$ cat src/include/tps_pkg.sv
package tps_pkg;
    // Pickup timing, in milliseconds as specified
    localparam int unsigned CLK_HZ        = 100_000_000;
    localparam int unsigned RETRY_MS      = 1000;
    localparam int unsigned REFIRE_MS     = 700;
    localparam int unsigned DELAY_JAM_MS  = 3000;
    localparam int unsigned CYC_PER_MS    = CLK_HZ / 1000;
    localparam int unsigned RETRY_CYC     = RETRY_MS * CYC_PER_MS;
    localparam int unsigned REFIRE_CYC    = REFIRE_MS * CYC_PER_MS;
    localparam int unsigned DELAY_JAM_CYC = DELAY_JAM_MS * CYC_PER_MS;
    localparam int unsigned TMR_W         = 32;

    // Jam codes reported to the engine controller
    localparam logic [1:0] JAM_NONE     = 2'h0;
    localparam logic [1:0] JAM_DELAY    = 2'h1;
    localparam logic [1:0] JAM_RESIDUAL = 2'h2;

    localparam logic [TMR_W-1:0] TMR_ZERO = 32'h00000000;
    localparam logic [TMR_W-1:0] TMR_ONE  = 32'h00000001;

    typedef enum logic [7:0] {
        ST_IDLE   = 8'h01,
        ST_HOME   = 8'h02,
        ST_SOL    = 8'h04,
        ST_FEED   = 8'h08,
        ST_RSTOP  = 8'h10,
        ST_RWAIT  = 8'h20,
        ST_ADV    = 8'h40,
        ST_JAM    = 8'h80
    } tps_state_t;
endpackage

$ cat src/include/tps_tmr_if.sv
`timescale 1ns/1ps
interface tps_tmr_if #(parameter int unsigned W = 32);
    logic         run;
    logic         clr;
    logic [W-1:0] elapsed;
    modport ctl (output run, output clr, input elapsed);
    modport cnt (input run, input clr, output elapsed);
endinterface

$ cat src/design/tps_top.sv
`timescale 1ns/1ps
// What this block does
// - On door close, wake or tray install with empty path, home the roller.
// - A pickup command first energizes the pickup solenoid.
// - After the solenoid, the feed clutch engages to draw a sheet.
// - At the between-page position the clutch releases and feeding continues.
// - Controller sends feed-stop; device stops the motor and goes standby.
// - No leading edge after 1 s: stop motor once, restart, refire at 0.7 s.
// - No leading edge within 3 s: halt and report a pickup delay jam.
// - Media seen at power-up, wake or cover close is a residual jam.
// - Solenoid and clutch move only after a controller pickup command; the motor also runs for homing.
// - Any jam stops the feed and notifies the controller.
module tps_top
    import tps_pkg::*;
#(
    parameter int unsigned P_RETRY_CYC  = RETRY_CYC,
    parameter int unsigned P_REFIRE_CYC = REFIRE_CYC,
    parameter int unsigned P_DELAY_CYC  = DELAY_JAM_CYC
)
(
    input  wire logic       i_clk,
    input  wire logic       i_rstn,
    input  wire logic       i_pickup_cmd,
    input  wire logic       i_feed_stop_cmd,
    input  wire logic       i_door_closed,
    input  wire logic       i_wake,
    input  wire logic       i_tray_installed,
    input  wire logic       i_path_sensor,
    input  wire logic       i_roller_home,
    input  wire logic       i_between_page,
    output logic            o_pickup_solenoid,
    output logic            o_feed_clutch,
    output logic            o_feed_motor,
    output logic            o_jam,
    output logic [1:0]      o_jam_code,
    output logic            o_jam_notify,
    output logic            o_busy
);
    logic       rst_meta_q;
    logic       rst_n;
    tps_state_t state_q;
    tps_state_t state_d;
    logic       home_pend_q;
    logic       seen_q;
    logic       retried_q;
    logic       pick_start;
    logic       active;
    logic       no_edge;
    logic       home_evt;
    logic [1:0] jam_code_d;

    tps_tmr_if #(.W(TMR_W)) tmain ();
    tps_tmr_if #(.W(TMR_W)) trefire ();

    // Reset release through two flops; assertion stays asynchronous
    always_ff @(posedge i_clk or negedge i_rstn)
    begin
        if (!i_rstn)
        begin
            rst_meta_q <= 1'b0;
            rst_n      <= 1'b0;
        end
        else
        begin
            rst_meta_q <= 1'b1;
            rst_n      <= rst_meta_q;
        end
    end

    tps_timer u_tmain (
        .i_clk   (i_clk),
        .i_rst_n (rst_n),
        .tif     (tmain)
    );

    tps_timer u_trefire (
        .i_clk   (i_clk),
        .i_rst_n (rst_n),
        .tif     (trefire)
    );

    assign home_evt   = i_door_closed | i_wake | i_tray_installed;
    assign active     = (state_q == ST_SOL) || (state_q == ST_FEED) ||
                        (state_q == ST_RSTOP) || (state_q == ST_RWAIT);
    assign no_edge    = !seen_q && !i_path_sensor;
    assign pick_start = (state_q == ST_IDLE) && !home_pend_q &&
                        i_pickup_cmd;

    // Main pickup timer runs from solenoid on until the leading edge; refire timer runs only in ST_RWAIT
    assign tmain.run   = active && !seen_q;
    assign tmain.clr   = pick_start || (active && i_path_sensor);
    assign trefire.run = (state_q == ST_RWAIT);
    assign trefire.clr = (state_q == ST_RSTOP);

    // Sequencer next state; outside ST_IDLE feed-stop outranks everything, delay-jam detection included
    always_comb
    begin
        state_d    = state_q;
        jam_code_d = o_jam_code;
        case (state_q)
            ST_IDLE:
            begin
                if (home_pend_q)
                begin
                    if (i_path_sensor)
                    begin
                        state_d    = ST_JAM;
                        jam_code_d = JAM_RESIDUAL;
                    end
                    else
                        state_d = ST_HOME;
                end
                else if (i_pickup_cmd)
                    state_d = ST_SOL;
            end
            ST_HOME:
                if (i_roller_home || i_feed_stop_cmd)
                    state_d = ST_IDLE;
            ST_SOL:
                state_d = i_feed_stop_cmd ? ST_IDLE : ST_FEED;
            ST_FEED:
            begin
                if (i_feed_stop_cmd)
                    state_d = ST_IDLE;
                else if (no_edge && tmain.elapsed >= P_DELAY_CYC)
                begin
                    state_d    = ST_JAM;
                    jam_code_d = JAM_DELAY;
                end
                else if (no_edge && !retried_q &&
                         tmain.elapsed >= P_RETRY_CYC)
                    state_d = ST_RSTOP;
                else if (seen_q && i_between_page)
                    state_d = ST_ADV;
            end
            ST_RSTOP:
                state_d = i_feed_stop_cmd ? ST_IDLE : ST_RWAIT;
            ST_RWAIT:
            begin
                if (i_feed_stop_cmd)
                    state_d = ST_IDLE;
                else if (no_edge && tmain.elapsed >= P_DELAY_CYC)
                begin
                    state_d    = ST_JAM;
                    jam_code_d = JAM_DELAY;
                end
                else if (trefire.elapsed >= P_REFIRE_CYC)
                    state_d = ST_SOL;
            end
            ST_ADV:
                if (i_feed_stop_cmd)
                    state_d = ST_IDLE;
            ST_JAM:
                if (i_feed_stop_cmd)
                begin
                    state_d    = ST_IDLE;           // Controller clears
                    jam_code_d = JAM_NONE;
                end
            default:
                state_d = ST_IDLE;
        endcase
    end

    // State and drive outputs, all registered from the next state
    always_ff @(posedge i_clk or negedge rst_n)
    begin
        if (!rst_n)
        begin
            state_q           <= ST_IDLE;
            o_pickup_solenoid <= 1'b0;
            o_feed_clutch     <= 1'b0;
            o_feed_motor      <= 1'b0;
            o_jam             <= 1'b0;
            o_jam_code        <= JAM_NONE;
            o_jam_notify      <= 1'b0;
            o_busy            <= 1'b0;
        end
        else
        begin
            state_q           <= state_d;
            o_pickup_solenoid <= (state_d == ST_SOL) ||
                                 ((state_d == ST_FEED) && !seen_q);
            o_feed_clutch     <= (state_d == ST_FEED);
            o_feed_motor      <= (state_d == ST_HOME) ||
                                 (state_d == ST_SOL) ||
                                 (state_d == ST_FEED) ||
                                 (state_d == ST_RWAIT) ||
                                 (state_d == ST_ADV);
            o_jam             <= (state_d == ST_JAM);
            o_jam_code        <= jam_code_d;
            o_jam_notify      <= (state_d == ST_JAM) && (state_q != ST_JAM);
            o_busy            <= (state_d != ST_IDLE);
        end
    end

    // Homing request; power-up counts as one, and a new event wins a clear
    always_ff @(posedge i_clk or negedge rst_n)
    begin
        if (!rst_n)
            home_pend_q <= 1'b1;
        else if (home_evt)
            home_pend_q <= 1'b1;
        else if (state_q == ST_IDLE)
            home_pend_q <= 1'b0;
    end

    // Leading-edge seen and single-retry bookkeeping per sheet
    always_ff @(posedge i_clk or negedge rst_n)
    begin
        if (!rst_n)
        begin
            seen_q    <= 1'b0;
            retried_q <= 1'b0;
        end
        else if (pick_start)
        begin
            seen_q    <= 1'b0;
            retried_q <= 1'b0;
        end
        else
        begin
            if (active && i_path_sensor)
                seen_q <= 1'b1;
            if (state_q == ST_RSTOP)
                retried_q <= 1'b1;                  // Only one retry
        end
    end

    home_go_a: assert property (@(posedge i_clk) disable iff (!rst_n)
        (state_q == ST_IDLE && home_pend_q && !i_path_sensor)
        |=> (state_q == ST_HOME && o_feed_motor && !o_pickup_solenoid))
        else $error("homing did not start");

    pick_sol_a: assert property (@(posedge i_clk) disable iff (!rst_n)
        pick_start ##1 !i_feed_stop_cmd
        |-> (o_pickup_solenoid && !o_feed_clutch)
        ##1 (o_pickup_solenoid && o_feed_clutch))
        else $error("pickup did not energize solenoid first");

    clutch_ord_a: assert property (@(posedge i_clk) disable iff (!rst_n)
        $rose(o_feed_clutch) |-> $past(o_pickup_solenoid))
        else $error("clutch engaged before solenoid");

    bp_release_a: assert property (@(posedge i_clk) disable iff (!rst_n)
        (state_q == ST_FEED && seen_q && i_between_page && !i_feed_stop_cmd)
        |=> (!o_feed_clutch && o_feed_motor))
        else $error("clutch not released at between-page position");

    stop_feed_a: assert property (@(posedge i_clk) disable iff (!rst_n)
        (i_feed_stop_cmd && state_q != ST_JAM && state_q != ST_IDLE)
        |=> (!o_feed_motor && !o_busy))
        else $error("feed-stop did not stop motor");

    retry_seq_a: assert property (@(posedge i_clk) disable iff (!rst_n)
        (state_q == ST_FEED && no_edge && !retried_q && !i_feed_stop_cmd &&
         tmain.elapsed >= P_RETRY_CYC && tmain.elapsed < P_DELAY_CYC)
        ##1 !i_feed_stop_cmd
        |-> !o_feed_motor ##1 (o_feed_motor && !o_pickup_solenoid))
        else $error("pickup retry sequence wrong");

    delay_jam_a: assert property (@(posedge i_clk) disable iff (!rst_n)
        ((state_q == ST_FEED || state_q == ST_RWAIT) && no_edge &&
         !i_feed_stop_cmd && tmain.elapsed >= P_DELAY_CYC)
        |=> (o_jam && o_jam_code == JAM_DELAY && o_jam_notify))
        else $error("pickup delay jam not reported");

    resid_jam_a: assert property (@(posedge i_clk) disable iff (!rst_n)
        (state_q == ST_IDLE && home_pend_q && i_path_sensor)
        |=> (o_jam && o_jam_code == JAM_RESIDUAL))
        else $error("residual jam not reported");

    jam_stop_a: assert property (@(posedge i_clk) disable iff (!rst_n)
        o_jam |-> (!o_feed_motor && !o_feed_clutch && !o_pickup_solenoid))
        else $error("drives active during jam");

    edge_clr_a: assert property (@(posedge i_clk) disable iff (!rst_n)
        (active && i_path_sensor) |=> (tmain.elapsed == TMR_ZERO))
        else $error("timer not cleared on leading edge");
endmodule // tps_top

$ cat src/design/tps_timer.sv
`timescale 1ns/1ps
module tps_timer
    import tps_pkg::*;
(
    input  wire logic i_clk,
    input  wire logic i_rst_n,
    tps_tmr_if.cnt    tif
);
    // Elapsed counter; clear wins so a restart never sees stale time
    always_ff @(posedge i_clk or negedge i_rst_n)
    begin
        if (!i_rst_n)
            tif.elapsed <= TMR_ZERO;
        else if (tif.clr)
            tif.elapsed <= TMR_ZERO;
        else if (tif.run && (tif.elapsed != '1))
            tif.elapsed <= tif.elapsed + TMR_ONE; // Saturates, never wraps
    end
endmodule // tps_timer

$ cat config.mk
export PLATFORM = sky130hd
export DESIGN_NAME = tps_top
export DESIGN_NICKNAME = d
export VERILOG_FILES = /design/src/include/tps_pkg.sv /design/src/include/tps_tmr_if.sv /design/src/design/tps_top.sv /design/src/design/tps_timer.sv
export SDC_FILE = /design/constraint.sdc
export NUM_CORES = 1
export LEC_CHECK = 0
export BUFFER_PORTS_ARGS = -buffer_cell sky130_fd_sc_hd__buf_2
export CAP_MARGIN = 20
export CORE_MARGIN = 1
export CORE_UTILIZATION = 45
export DETAILED_ROUTE_END_ITERATION = 7
export PLACE_DENSITY = 0.57
export SLEW_MARGIN = 40
export SYNTH_ARGS = -nofsm -noshare
export SYNTH_HDL_FRONTEND = slang
export SYNTH_SLANG_ARGS = --single-unit
$ cat constraint.sdc
create_clock -name i_clk -period 3.2 [get_ports i_clk]
set_input_delay 0.64 -clock i_clk [delete_from_list [all_inputs] [get_ports i_clk]]
set_output_delay 0.64 -clock i_clk [all_outputs]
set_load 0.03 [all_outputs]
==> results by group, run 1 <==
Synthesis
  – Synth top area cells: dfrtp_1 46%, xor2_1 6.0%, nor2_1 5.9%
  – Most common flop cell mapped by yosys: dfrtp_1
  – Post-synth EDFFs: 0
  – Register bit total from synthesis: 85
  – Sequential fraction of the synthesis area: 46.8%
  – Post-synth top area share: 45.6%
  – Top cells by count, synth: 83 x dfrtp_1, 72 x nor2_1, 38 x nand2_1
  – Syn_nets: ~500
  – Count of cell types in the netlist: 64
  – Mean post-synth cell area: 9.31 um2
  – Ys Warns: 0
  – Largest area contributor in the netlist: dfrtp_1
  – Ys async rst share: 100%
  – Post-Syn Instances: 489
  – Mapped Area: 4550 um2
  – Count leader, synth: dfrtp_1

Timing
  – RSZ-0062 raised after global routing: false
  – Actual slew at the worst max-slew pin: 0.644 ns
  – Crit share post-route: 86.8%
  – Setup TNS: 0 ns
  – Final Setup Violations: 0
  – Post-Route Skew: roughly 0.011 ns
  – Worst slew margin: 56.7%
  – Final Hold Fails: 0
  – Pins Over Slew Limit: 0
  – Max frequency: 360 MHz
  – Crit path time final: ~2.8 ns
  – Fin Hold WS: 0.0469 ns

Place
  – Cell total after placement: 630
  – Dpl hpwl: around 6.7 mm
  – Placer Congestion: 0.814
  – # port buffers: 17

CTS
  – Post-CTS Setup Inserts: 0
  – Cts repair resizes: 0
  – Clk_lat worst skew: roughly 0.36 ns
  – Clock sink count: 85
  – CTS tree: yes
  – CTS Buf Count: 9
  – Max clock buf depth: 2
  – Root buf cell: clkbuf_8
  – CTS hold repair buffers: 0
  – H-Tree Depth: 3
  – Clk pin slew, worst setup/hold paths: approximately 0.080 ns

Pwr
  – Internal: 0.00206 W
  – Pwr per Cell Area: 647 nW/um2
  – Switching power of the nets: 0.00119 W
  – Net Sw Frac: a little over a third
  – Clock share of power: between 20% and 30%
  – Reg power frac: 51.4%
  – Worst vdd ir: 402 uV
  – Leakage power: 2.15 nW
  – Comb power frac: between 20% and 30%

GRT
  – Tot GR Track Use: 20.5%
  – Grt ovf: 0
  – Vias in the first global route: approximately 3400
  – Initial antenna violation count: 0
  – First-pass GRT wire length: 16.6 mm
  – Largest net degree at the start of global routing: 39

Critical path
  – CP Capture Type: flop
  – Worst Path Arrival: between 3 and 4 ns
  – R2r setup slk: 0.42 ns
  – Worst path most repeated cell: or4_4
  – Slowest stage delay, CP: 0.52 ns
  – Crit path launch type: flop
  – Crit Path Category: flop to flop
  – R2R depth: 7
  – Bufs and invs on worst path: 0
  – Top Family by Delay on Critical Path: simple AND/OR/NAND/NOR gates
  – CP Data Required Time: around 3.5 ns
  – Stages on worst setup path: 7
  – Critical path peak fanout: 6
  – CP Cell Sequence: nand4_2 > or4_4 > or4_4 > a2111oi_4 > nand2_2 > or3_1 > a21oi_1
  – Slowest cell on crit path: or4_4

Die
  – Row cnt: 36
  – Initial Util: 46.6%
  – Die W: ~100 um
  – Core area: 9770 um2
  – Die footprint: 10500 um2
  – Die height: 103 um
  – # IOs: 18

Status
  – Outcome: completed

Worst hold path
  – HP Class: input pin to async pin

Final layout
  – Core Util, Final: 51.3%
  – Fin cells: 646
  – Syn-to-layout area delta: 10.1%
  – Layout cells sized above 1: roughly a tenth
  – Ant diodes: 0
  – Fillers: 940
  – Nets: 522

Route
  – Drt pass-1 iters: 4
  – Routed WL: 9.61 mm
  – Via Count: 3566
  – WL/cell: approximately 15 um
  – Vias/cell: between 5 and 6
  – Detailed router's first-iteration violation count: approximately 170
  – Remaining DRCs: 0
  – Final ANT Viol Nets: 0

Run
  – Max-Cap Viols: 0
[placed cells by master (no fill, tap or decap), drive strengths merged, types with 3 or more instances in the layout]
| master | instances |
|---|---|
| dfrtp | 83 |
| nor2 | 72 |
| nand2 | 40 |
| xor2 | 31 |
| nand3 | 28 |
| xnor2 | 25 |
| buf | 24 |
| nor3 | 20 |
| a21oi | 19 |
| inv | 15 |
| or3 | 15 |
| nand4 | 14 |
| clkbuf | 14 |
| o21ai | 13 |
| nor4 | 13 |
| and3 | 12 |
| and4 | 7 |
| or4 | 6 |
| a21o | 5 |
| nand2b | 4 |
| ha | 4 |
| nand4b | 3 |
| o211ai | 3 |
| a31o | 3 |
| and2 | 3 |
[power groups by stage]
stage,clock network [W],logic (W),registers (W)
2_1_floorplan,0,0.000624,0.00165
3_3_place_gp,0,0.000811,0.00168
3_5_place_dp,0,0.000846,0.00168
4_1_cts,0.000767,0.000851,0.00166
5_1_grt,0.000813,0.000957,0.00171
6_report,0.000739,0.000837,0.00167
[routing by layer]
| metal | share of wire [%] | track usage [%] | up-vias |
|---|---|---|---|
| met3 | 2.9 | 3.80 | 10 |
| li1 | - | - | 1755 |
| met2 | 46 | 31.3 | 58 |
| met5 | 0 | 0 | - |
| met1 | 50 | 29.1 | 1743 |
| met4 | 1.0 | 7.58 | 0 |
[per-stage QoR]
step                      setup WS, ns  area, um2  total power (W)
final                            0.421       5010          0.00324
after detailed placement         0.417       4830          0.00253
after global placement           0.532       4780          0.00249
after CTS                        0.392       5010          0.00328
after floorplan                  0.638       4550          0.00227
after global routing             0.221       5010          0.00348
[cells by family (layout without fill, tap and decap cells)]
family          after synthesis  after routing  share of synthesized area, %
simple gates                246            246                          28.5
flops                        85             85                          46.8
compound gates               64             64                          9.92
xor+xnor                     56             56                          10.8
buf+inv                      32             56                          2.67
fa+ha+maj                     4              4                          1.10
other cells                   1              1                        0.0824
mux                           1              1                         0.220
[flip-flops by register name, summed over array words and instances (netlist names), 2 cells and up]
signal,count
u_tmain.tif.elapsed,32
u_trefire.tif.elapsed,32
state_q,8
o_jam_code,2
[final cells by class]
cell class                      instances  area [um2]  share of cell area [%]
Multi-Input combinational cell        372        2300                    45.9
Inverter                               16        60.1                    1.20
Clock buffer                           14         143                    2.85
Timing Repair Buffer                   24         170                    3.39
Sequential cell                        85        2130                    42.6
Tap cell                              133         166                    3.32
Clock inverter                          2        37.5                   0.749
[path summary, 6_finish.rpt]
path                                              from                 endpoint
worst max-delay path            u_tmain.tif.elapsed[3]  u_tmain.tif.elapsed[23]
worst min-delay path                            i_rstn                    rst_n
worst max register to register  u_tmain.tif.elapsed[3]  u_tmain.tif.elapsed[23]
worst min register to register                   rst_n   u_tmain.tif.elapsed[6]
max in group asynchronous                        rst_n               state_q[1]
min in group i_clk                          rst_meta_q                    rst_n
(Power assumes the default switching activity.)
==> run 2, diff against run 1 <==
clock period = 3 ns   (was 3.2 ns; I/O delays follow)
==> run 2 against run 1 <==
  * Wire length is 0.21% higher
  * Combinational power is 7.5% higher
  * Highest routed layer unchanged
  * Via count is 1.0% lower
  * Cell count is 0.46% higher
  * Worst setup slack worse by 0.16 ns
  * Register-to-register slack worse by 0.16 ns
  * Critical endpoint unchanged
==> results by group, run 2 (synthesis results as in run 1) <==
Die
  – Die footprint: 10500 um2 (unchanged)
  – Die W: 103 um (unchanged)
  – Core area: 9770 um2 (unchanged)
  – # IOs: 18 (unchanged)
  – Initial Util: 46.6% (unchanged)
  – Row cnt: 36 (unchanged)
  – Die height: 103 um (unchanged)

Critical path
  – Crit. Startpoint: u_tmain.tif.elapsed[3] (unchanged)
  – Reg2Reg Capture Point: u_tmain.tif.elapsed[23] (unchanged)
  – R2R depth: 7 (unchanged)
  – CP Cell Sequence: nand4_2 > or4_4 > or4_4 > a2111oi_4 > nand2_2 > or3_1 > a21oi_1 (unchanged)
  – Crit path launch type: flop (unchanged)
  – Worst Path Arrival: 3.03 ns (was 3.05 ns)
  – Crit Path Category: flop to flop (unchanged)
  – Slowest cell on crit path: or4_4 (unchanged)
  – Worst path most repeated cell: or4_4 (unchanged)
  – R2r setup slk: 0.26 ns (was 0.42 ns)
  – Slowest stage delay, CP: 0.51 ns (was 0.52 ns)
  – Critical path peak fanout: 6 (unchanged)
  – CP Capture Type: flop (unchanged)
  – R2R Path Start: u_tmain.tif.elapsed[3] (unchanged)
  – CP Data Required Time: 3.29 ns (was 3.48 ns)
  – Worst Setup EP: u_tmain.tif.elapsed[23] (unchanged)

Final layout
  – Ant diodes: 0 (unchanged)
  – Commonest cells after routing, fill and taps aside: 82 x dfrtp_1, 72 x nor2_1, 38 x nand2_1 (unchanged)
  – Layout cells sized above 1: 11.6% (was 10.5%)
  – Syn-to-layout area delta: 12.0% (was 10.1%)
  – Leading cell type in the layout, fill and taps excluded: dfrtp_1 (unchanged)
  – Fin cells: 649 (was 646)
  – Nets: 525 (was 522)
  – Top flop regs: u_tmain.tif.elapsed (32), u_trefire.tif.elapsed (32), state_q (8) (unchanged)

Timing
  – Crit path time final: 2.74 ns (was 2.78 ns)
  – Worst slew margin: 59.6% (was 56.7%)
  – Setup TNS: 0 ns (unchanged)
  – RSZ-0062 raised after global routing: false (unchanged)
  – Crit share post-route: 91.4% (was 86.8%)
  – Pins Over Slew Limit: 0 (unchanged)
  – Post-Route Skew: 0.00961 ns (was 0.0110 ns)
  – Max frequency: 365 MHz (was 360 MHz)
  – Actual slew at the worst max-slew pin: 0.598 ns (was 0.644 ns)
  – Final Hold Fails: 0 (unchanged)
  – Final Setup Violations: 0 (unchanged)

Route
  – Routed WL: 9.63 mm (was 9.61 mm)
  – WL/cell: 14.8 um (was 14.9 um)
  – Drt pass-1 iters: 4 (unchanged)
  – Vias/cell: 5.44 (was 5.52)
  – Via Count: 3530 (was 3566)
  – Remaining DRCs: 0 (unchanged)
  – Final ANT Viol Nets: 0 (unchanged)
  – Detailed router's first-iteration violation count: 149 (was 168)

CTS
  – Post-CTS Setup Inserts: 0 (unchanged)
  – Max clock buf depth: 2 (unchanged)
  – CTS Buf Count: 9 (unchanged)
  – CTS tree: yes (unchanged)
  – Clk pin slew, worst setup/hold paths: 0.09 ns (was 0.08 ns)
  – Root buf cell: clkbuf_8 (unchanged)
  – Clock sink count: 85 (unchanged)
  – Clk_lat worst skew: 0.36 ns (about the same)
  – H-Tree Depth: 3 (unchanged)

Pwr
  – Power, Total: 0.00365 W (was 0.00324 W)
  – Pwr per Cell Area: 715 nW/um2 (was 647 nW/um2)
  – Worst vdd ir: 428 uV (was 402 uV)
  – Leakage power: 2.20 nW (was 2.15 nW)

Worst hold path
  – HP Class: flop to async pin (was input pin to async pin)

Status
  – Outcome: completed (unchanged)

GRT
  – GRT met1 Usage: 27.1% (was 29.1%)
  – Grt peak-use layer: met2 (unchanged)
  – Met2 track demand over resource: 31.3% (about the same)
  – Grt ovf: 0 (unchanged)
  – First-pass GRT wire length: 16.0 mm (was 16.6 mm)
  – Largest net degree at the start of global routing: 33 (was 39)
  – Initial antenna violation count: 0 (unchanged)
  – Vias in the first global route: 3321 (was 3361)
  – Grt met3 use: 3.86% (was 3.80%)
  – Tot GR Track Use: 19.8% (was 20.5%)

Place
  – Cell total after placement: 632 (was 630)
  – # port buffers: 17 (unchanged)
  – Dpl hpwl: 6.81 mm (was 6.67 mm)
  – Placer Congestion: 0.846 (was 0.814)

Run
  – Max-Cap Viols: 0 (unchanged)
-- run 2: changes by cell type in the layout (fill, tap and decap cells not counted), sizes merged --
cell,delta
clkinv,+2
dlygate4sd3,+1
clkbuf,-4
bufinv,+2
buf,+2
-- run 2: worst max-delay path: cells and delay by family, from the launching register on --
kind / cells / cell delay [ns]
and+or+nand+nor: 5 / 1.62
AOI/OAI and AO/OA: 2 / 0.61
DFF: 1 / 0.43
-- run 2: cell type report --
class                      instances  area [um2]
multi-input combinational        372        2300
clock buffer                      10         128
tap                              133         166
clock inverter                     6         111
fill                             940        4670
sequential                        85        2130
inverter                          16        60.1
timing repair buffer              27         200
-- run 2: worst min-delay path by stage --
stage | start | end | slack [ns] | cells past startpoint
2_1_floorplan | i_rstn | rst_meta_q | 0.30 | 0
3_3_place_gp | rst_meta_q | rst_n | 0.34 | 0
3_5_place_dp | rst_n | u_tmain.tif.elapsed[6] | 0.29 | 0
4_1_cts | rst_n | u_trefire.tif.elapsed[15] | 0.30 | 0
5_1_grt | rst_n | u_trefire.tif.elapsed[19] | 0.32 | 0
6_report | rst_n | u_trefire.tif.elapsed[19] | 0.28 | 0
-- run 2: report_power, final --
group | switching, W | internal, W
sequential | 0.000350 | 0.00142
clock | 0.000420 | 0.000553
combinational | 0.000520 | 0.000381
-- run 2: timing repair --
action                    CTS  global route
hold endpoints to repair    2             0
hold buffers                1             0
gates resized for setup     0             0
-- run 2: per-stage QoR --
step / hold slack [ns] / util, % / setup slack [ns] / instance area [um2]
after floorplan: 0.304 / - / 0.438 / 4550
after global placement: 0.340 / 49.2 / 0.328 / 4810
after detailed placement: 0.288 / 49.6 / 0.282 / 4850
after CTS: 0.297 / 52.2 / 0.248 / 5100
after global routing: 0.324 / 52.2 / 0.0896 / 5100
final: 0.276 / 52.2 / 0.257 / 5100
-- run 2: metal layers --
| layer | vias up | routed length [um] |
|---|---|---|
| met3 | 11 | 232 |
| met2 | 46 | 4320 |
| met4 | 0 | 112 |
| met1 | 1700 | 4960 |
| met5 | - | 0 |
| li1 | 1773 | - |
==> run 3, diff against run 2 <==
ABC_AREA = 1   (was default)
==> run 3 against run 2 <==
  * Global-route usage increased by 6.2 points
  * Area after synthesis grew 21%
  * Sequential cell count unchanged
  * First-iteration DRC count up 130%
  * Highest routed layer unchanged
  * Clock-buffer cell count rose by 2
  * Critical path depth grew 3
  * Clock power increased by 28%
  * Fmax grew 14%
  * Synthesized cell count rose by 61%
  * Sequential power decreased by 14%
  * Cell area up 20%
  * Total power decreased by 1.7%
==> results by group, run 3 <==
Status
  – Outcome: completed (unchanged)

Route
  – Drt pass-1 iters: 7 (was 4)
  – Detailed router's first-iteration violation count: 340 (was 149)
  – Remaining DRCs: 0 (unchanged)
  – Routed WL: 15.2 mm (was 9.63 mm)
  – Via Count: 5288 (was 3530)
  – Final ANT Viol Nets: 0 (unchanged)
  – WL/cell: 15.8 um (was 14.8 um)
  – Vias/cell: 5.50 (was 5.44)

Final layout
  – Layout cells sized above 1: 9.46% (was 11.6%)
  – Nets: 823 (was 525)
  – Commonest cells after routing, fill and taps aside: 207 x nand2_1, 108 x nor2_1, 92 x inv_1 (was 82 x dfrtp_1, 72 x nor2_1, 38 x nand2_1)
  – Core Util, Final: 50.8% (was 52.2%)
  – Top flop regs: u_tmain.tif.elapsed (32), u_trefire.tif.elapsed (32), state_q (8) (unchanged)
  – Leading cell type in the layout, fill and taps excluded: nand2_1 (was dfrtp_1)
  – Ant diodes: 0 (unchanged)
  – Syn-to-layout area delta: 10.4% (was 12.0%)

Synthesis
  – Top cells by count, synth: 207 x nand2_1, 108 x nor2_1, 92 x inv_1 (was 83 x dfrtp_1, 72 x nor2_1, 38 x nand2_1)
  – Synth top area cells: dfrtp_1 38%, nand2_1 14%, nor2_1 7.3% (was dfrtp_1 46%, xor2_1 6.0%, nor2_1 5.9%)
  – Count of cell types in the netlist: 45 (was 64)
  – Ys async rst share: 100% (unchanged)
  – Post-synth top area share: 37.6% (was 45.6%)
  – Register bit total from synthesis: 85 (unchanged)
  – Syn_nets: 801 (was 503)
  – Most common flop cell mapped by yosys: dfrtp_1 (unchanged)
  – Largest area contributor in the netlist: dfrtp_1 (unchanged)
  – Post-Syn Instances: 787 (was 489)
  – Mean post-synth cell area: 7.02 um2 (was 9.31 um2)
  – Post-synth EDFFs: 0 (unchanged)
  – Sequential fraction of the synthesis area: 38.5% (was 46.8%)
  – Ys Warns: 0 (unchanged)
  – Mapped Area: 5530 um2 (was 4550 um2)
  – Count leader, synth: nand2_1 (was dfrtp_1)

Critical path
  – CP Cell Sequence: ha_1 > nand2_1 > nor2_1 > nand2_1 > nor2_2 > nand2_1 > nand3_4 > nand2_1 > buf_4 > o21ai_1 (was nand4_2 > or4_4 > or4_4 > a2111oi_4 > nand2_2 > or3_1 > a21oi_1)
  – Slowest stage delay, CP: 0.37 ns (was 0.51 ns)
  – Critical path peak fanout: 17 (was 6)
  – Slowest cell on crit path: dfrtp_1 (was or4_4)
  – CP Data Required Time: 3.27 ns (was 3.29 ns)
  – Crit Path Category: flop to flop (unchanged)
  – Crit path launch type: flop (unchanged)
  – Worst path most repeated cell: nand2_1 (was or4_4)
  – CP Capture Type: flop (unchanged)
  – Worst Path Arrival: 2.68 ns (was 3.03 ns)

Worst hold path
  – HP Class: input pin to async pin (was flop to async pin)

Place
  – Placer Congestion: 0.954 (was 0.846)
  – # port buffers: 17 (unchanged)
  – Dpl hpwl: 11.7 mm (was 6.81 mm)
  – Setup WS pre-CTS: 0.599 ns (was 0.282 ns)

Timing
  – Max frequency: 416 MHz (was 365 MHz)
  – Setup TNS: 0 ns (unchanged)
  – Pins Over Slew Limit: 0 (unchanged)
  – Post-Route Skew: 0.00661 ns (was 0.00961 ns)
  – Actual slew at the worst max-slew pin: 0.643 ns (was 0.598 ns)
  – Fin Hold WS: 0.0298 ns (was 0.276 ns)
  – Final Hold Fails: 0 (unchanged)
  – Post-route setup slack: 0.595 ns (was 0.257 ns)
  – Final Setup Violations: 0 (unchanged)
  – Crit share post-route: 80.2% (was 91.4%)
  – RSZ-0062 raised after global routing: false (unchanged)
  – Crit path time final: 2.41 ns (was 2.74 ns)
  – Worst slew margin: 57.2% (was 59.6%)

Pwr
  – Worst vdd ir: 486 uV (was 428 uV)
  – Pwr per Cell Area: 587 nW/um2 (was 715 nW/um2)
  – Leakage power: 2.81 nW (was 2.20 nW)
  – Net Sw Frac: 33.6% (was 35.4%)
  – Comb power frac: 22.8% (was 24.7%)
  – Clock share of power: 34.8% (was 26.7%)
  – Switching power of the nets: 0.00121 W (was 0.00129 W)
  – Internal: 0.00238 W (was 0.00236 W)
  – Reg power frac: 42.4% (was 48.6%)
  – Power, Total: 0.00359 W (was 0.00365 W)

CTS
  – Clock sink count: 85 (unchanged)
  – Max clock buf depth: 2 (unchanged)
  – Cts repair resizes: 0 (unchanged)
  – CTS tree: yes (unchanged)
  – CTS Buf Count: 9 (unchanged)
  – Root buf cell: clkbuf_16 (was clkbuf_8)
  – Post-CTS Setup Inserts: 0 (unchanged)
  – H-Tree Depth: 3 (unchanged)
  – Clk pin slew, worst setup/hold paths: 0.06 ns (was 0.09 ns)
  – CTS hold repair buffers: 0 (was 1)
  – Clk_lat worst skew: 0.35 ns (was 0.36 ns)

Die
  – Row cnt: 40 (was 36)
  – Core area: 12000 um2 (was 9770 um2)
  – Initial Util: 46.0% (was 46.6%)
  – Die footprint: 12700 um2 (was 10500 um2)
  – Die W: 113 um (was 103 um)
  – Die height: 113 um (was 103 um)
  – # IOs: 18 (unchanged)

GRT
  – Largest net degree at the start of global routing: 47 (was 33)
  – First-pass GRT wire length: 25.8 mm (was 16.0 mm)
  – Vias in the first global route: 5205 (was 3321)
  – Grt ovf: 0 (unchanged)
  – Tot GR Track Use: 26.0% (was 19.8%)
  – Initial antenna violation count: 0 (unchanged)

Run
  – Max-Cap Viols: 0 (unchanged)
-- run 3: cell count changes after synthesis, sizes merged, moves of 10 or more --
cell   change
o21ai     +42
xnor2     -23
nand4     +22
nor2      +44
o31ai     +14
nand2    +171
xor2      -10
nor3      +17
inv       +84
nand3     +25
or3       -15
and3      -11
-- run 3: logic make-up (layout without fill, tap and decap cells) --
kind of cell	after synthesis	after routing	share of synthesized area, %
and+or+nand+nor	465	465	38.5
buffers and inverters	112	139	8.17
AOI/OAI and AO/OA	97	97	10.1
DFF	85	85	38.5
xor gates and xnor gates	23	23	3.64
adders and majority gates	4	4	0.905
other	1	1	0.0678
-- run 3: path summary, 6_finish.rpt --
path,depth (start not counted),from,slack [ns],to
max in group asynchronous,1,rst_n,1.91,u_trefire.tif.elapsed[21]
worst min-delay path,1,i_rstn,0.03,rst_meta_q
worst min register to register,0,rst_meta_q,0.35,rst_n
worst max-delay path,10,u_tmain.tif.elapsed[0],0.59,u_tmain.tif.elapsed[18]
worst max register to register,10,u_tmain.tif.elapsed[0],0.59,u_tmain.tif.elapsed[18]
min in group i_clk,0,rst_meta_q,0.35,rst_n
-- run 3: critical path: cells and delay by family, from the launching register on --
kind                     cells  cell delay (ns)
flip-flops                   1             0.37
AO/OA/AOI/OAI                1             0.14
adder cells (fa/ha/maj)      1             0.23
AND/OR/NAND/NOR              7             1.31
buffers and inverters        1             0.26
-- run 3: power groups by stage --
| stage | registers, W | logic (W) | clock network [W] |
|---|---|---|---|
| 2_1_floorplan | 0.00155 | 0.000584 | 0 |
| 3_3_place_gp | 0.00153 | 0.000811 | 0 |
| 3_5_place_dp | 0.00154 | 0.000817 | 0 |
| 4_1_cts | 0.00152 | 0.000822 | 0.00128 |
| 5_1_grt | 0.00154 | 0.000928 | 0.00132 |
| 6_report | 0.00152 | 0.000816 | 0.00125 |
-- run 3: through the flow --
| step | instances | cell area [um2] |
|---|---|---|
| floorplan | 787 | 5530 |
| global placement | 945 | 5780 |
| detailed placement | 945 | 5780 |
| CTS | 961 | 6100 |
| global route | 961 | 6100 |
| finish | 961 | 6100 |
-- run 3: layout make-up --
cell class / instances / area (um2)
fillers: 1215 / 5910
multi-input cells: 590 / 2950
flip-flops and latches: 85 / 2130
inverters: 99 / 377
clock buffers: 12 / 256
well taps: 147 / 184
repair buffers: 24 / 138
clock inverters: 4 / 70.1
-- run 3: per-layer routing --
| layer | share of wire, % | up-vias | GRT usage (%) | wire, um |
|---|---|---|---|---|
| met2 | 48 | 124 | 43.3 | 7300 |
| met5 | 0 | - | 0 | 0 |
| li1 | - | 2634 | - | - |
| met1 | 45 | 2498 | 33.6 | 6910 |
| met4 | 2.8 | 0 | 12.4 | 433 |
| met3 | 3.8 | 32 | 3.37 | 580 |
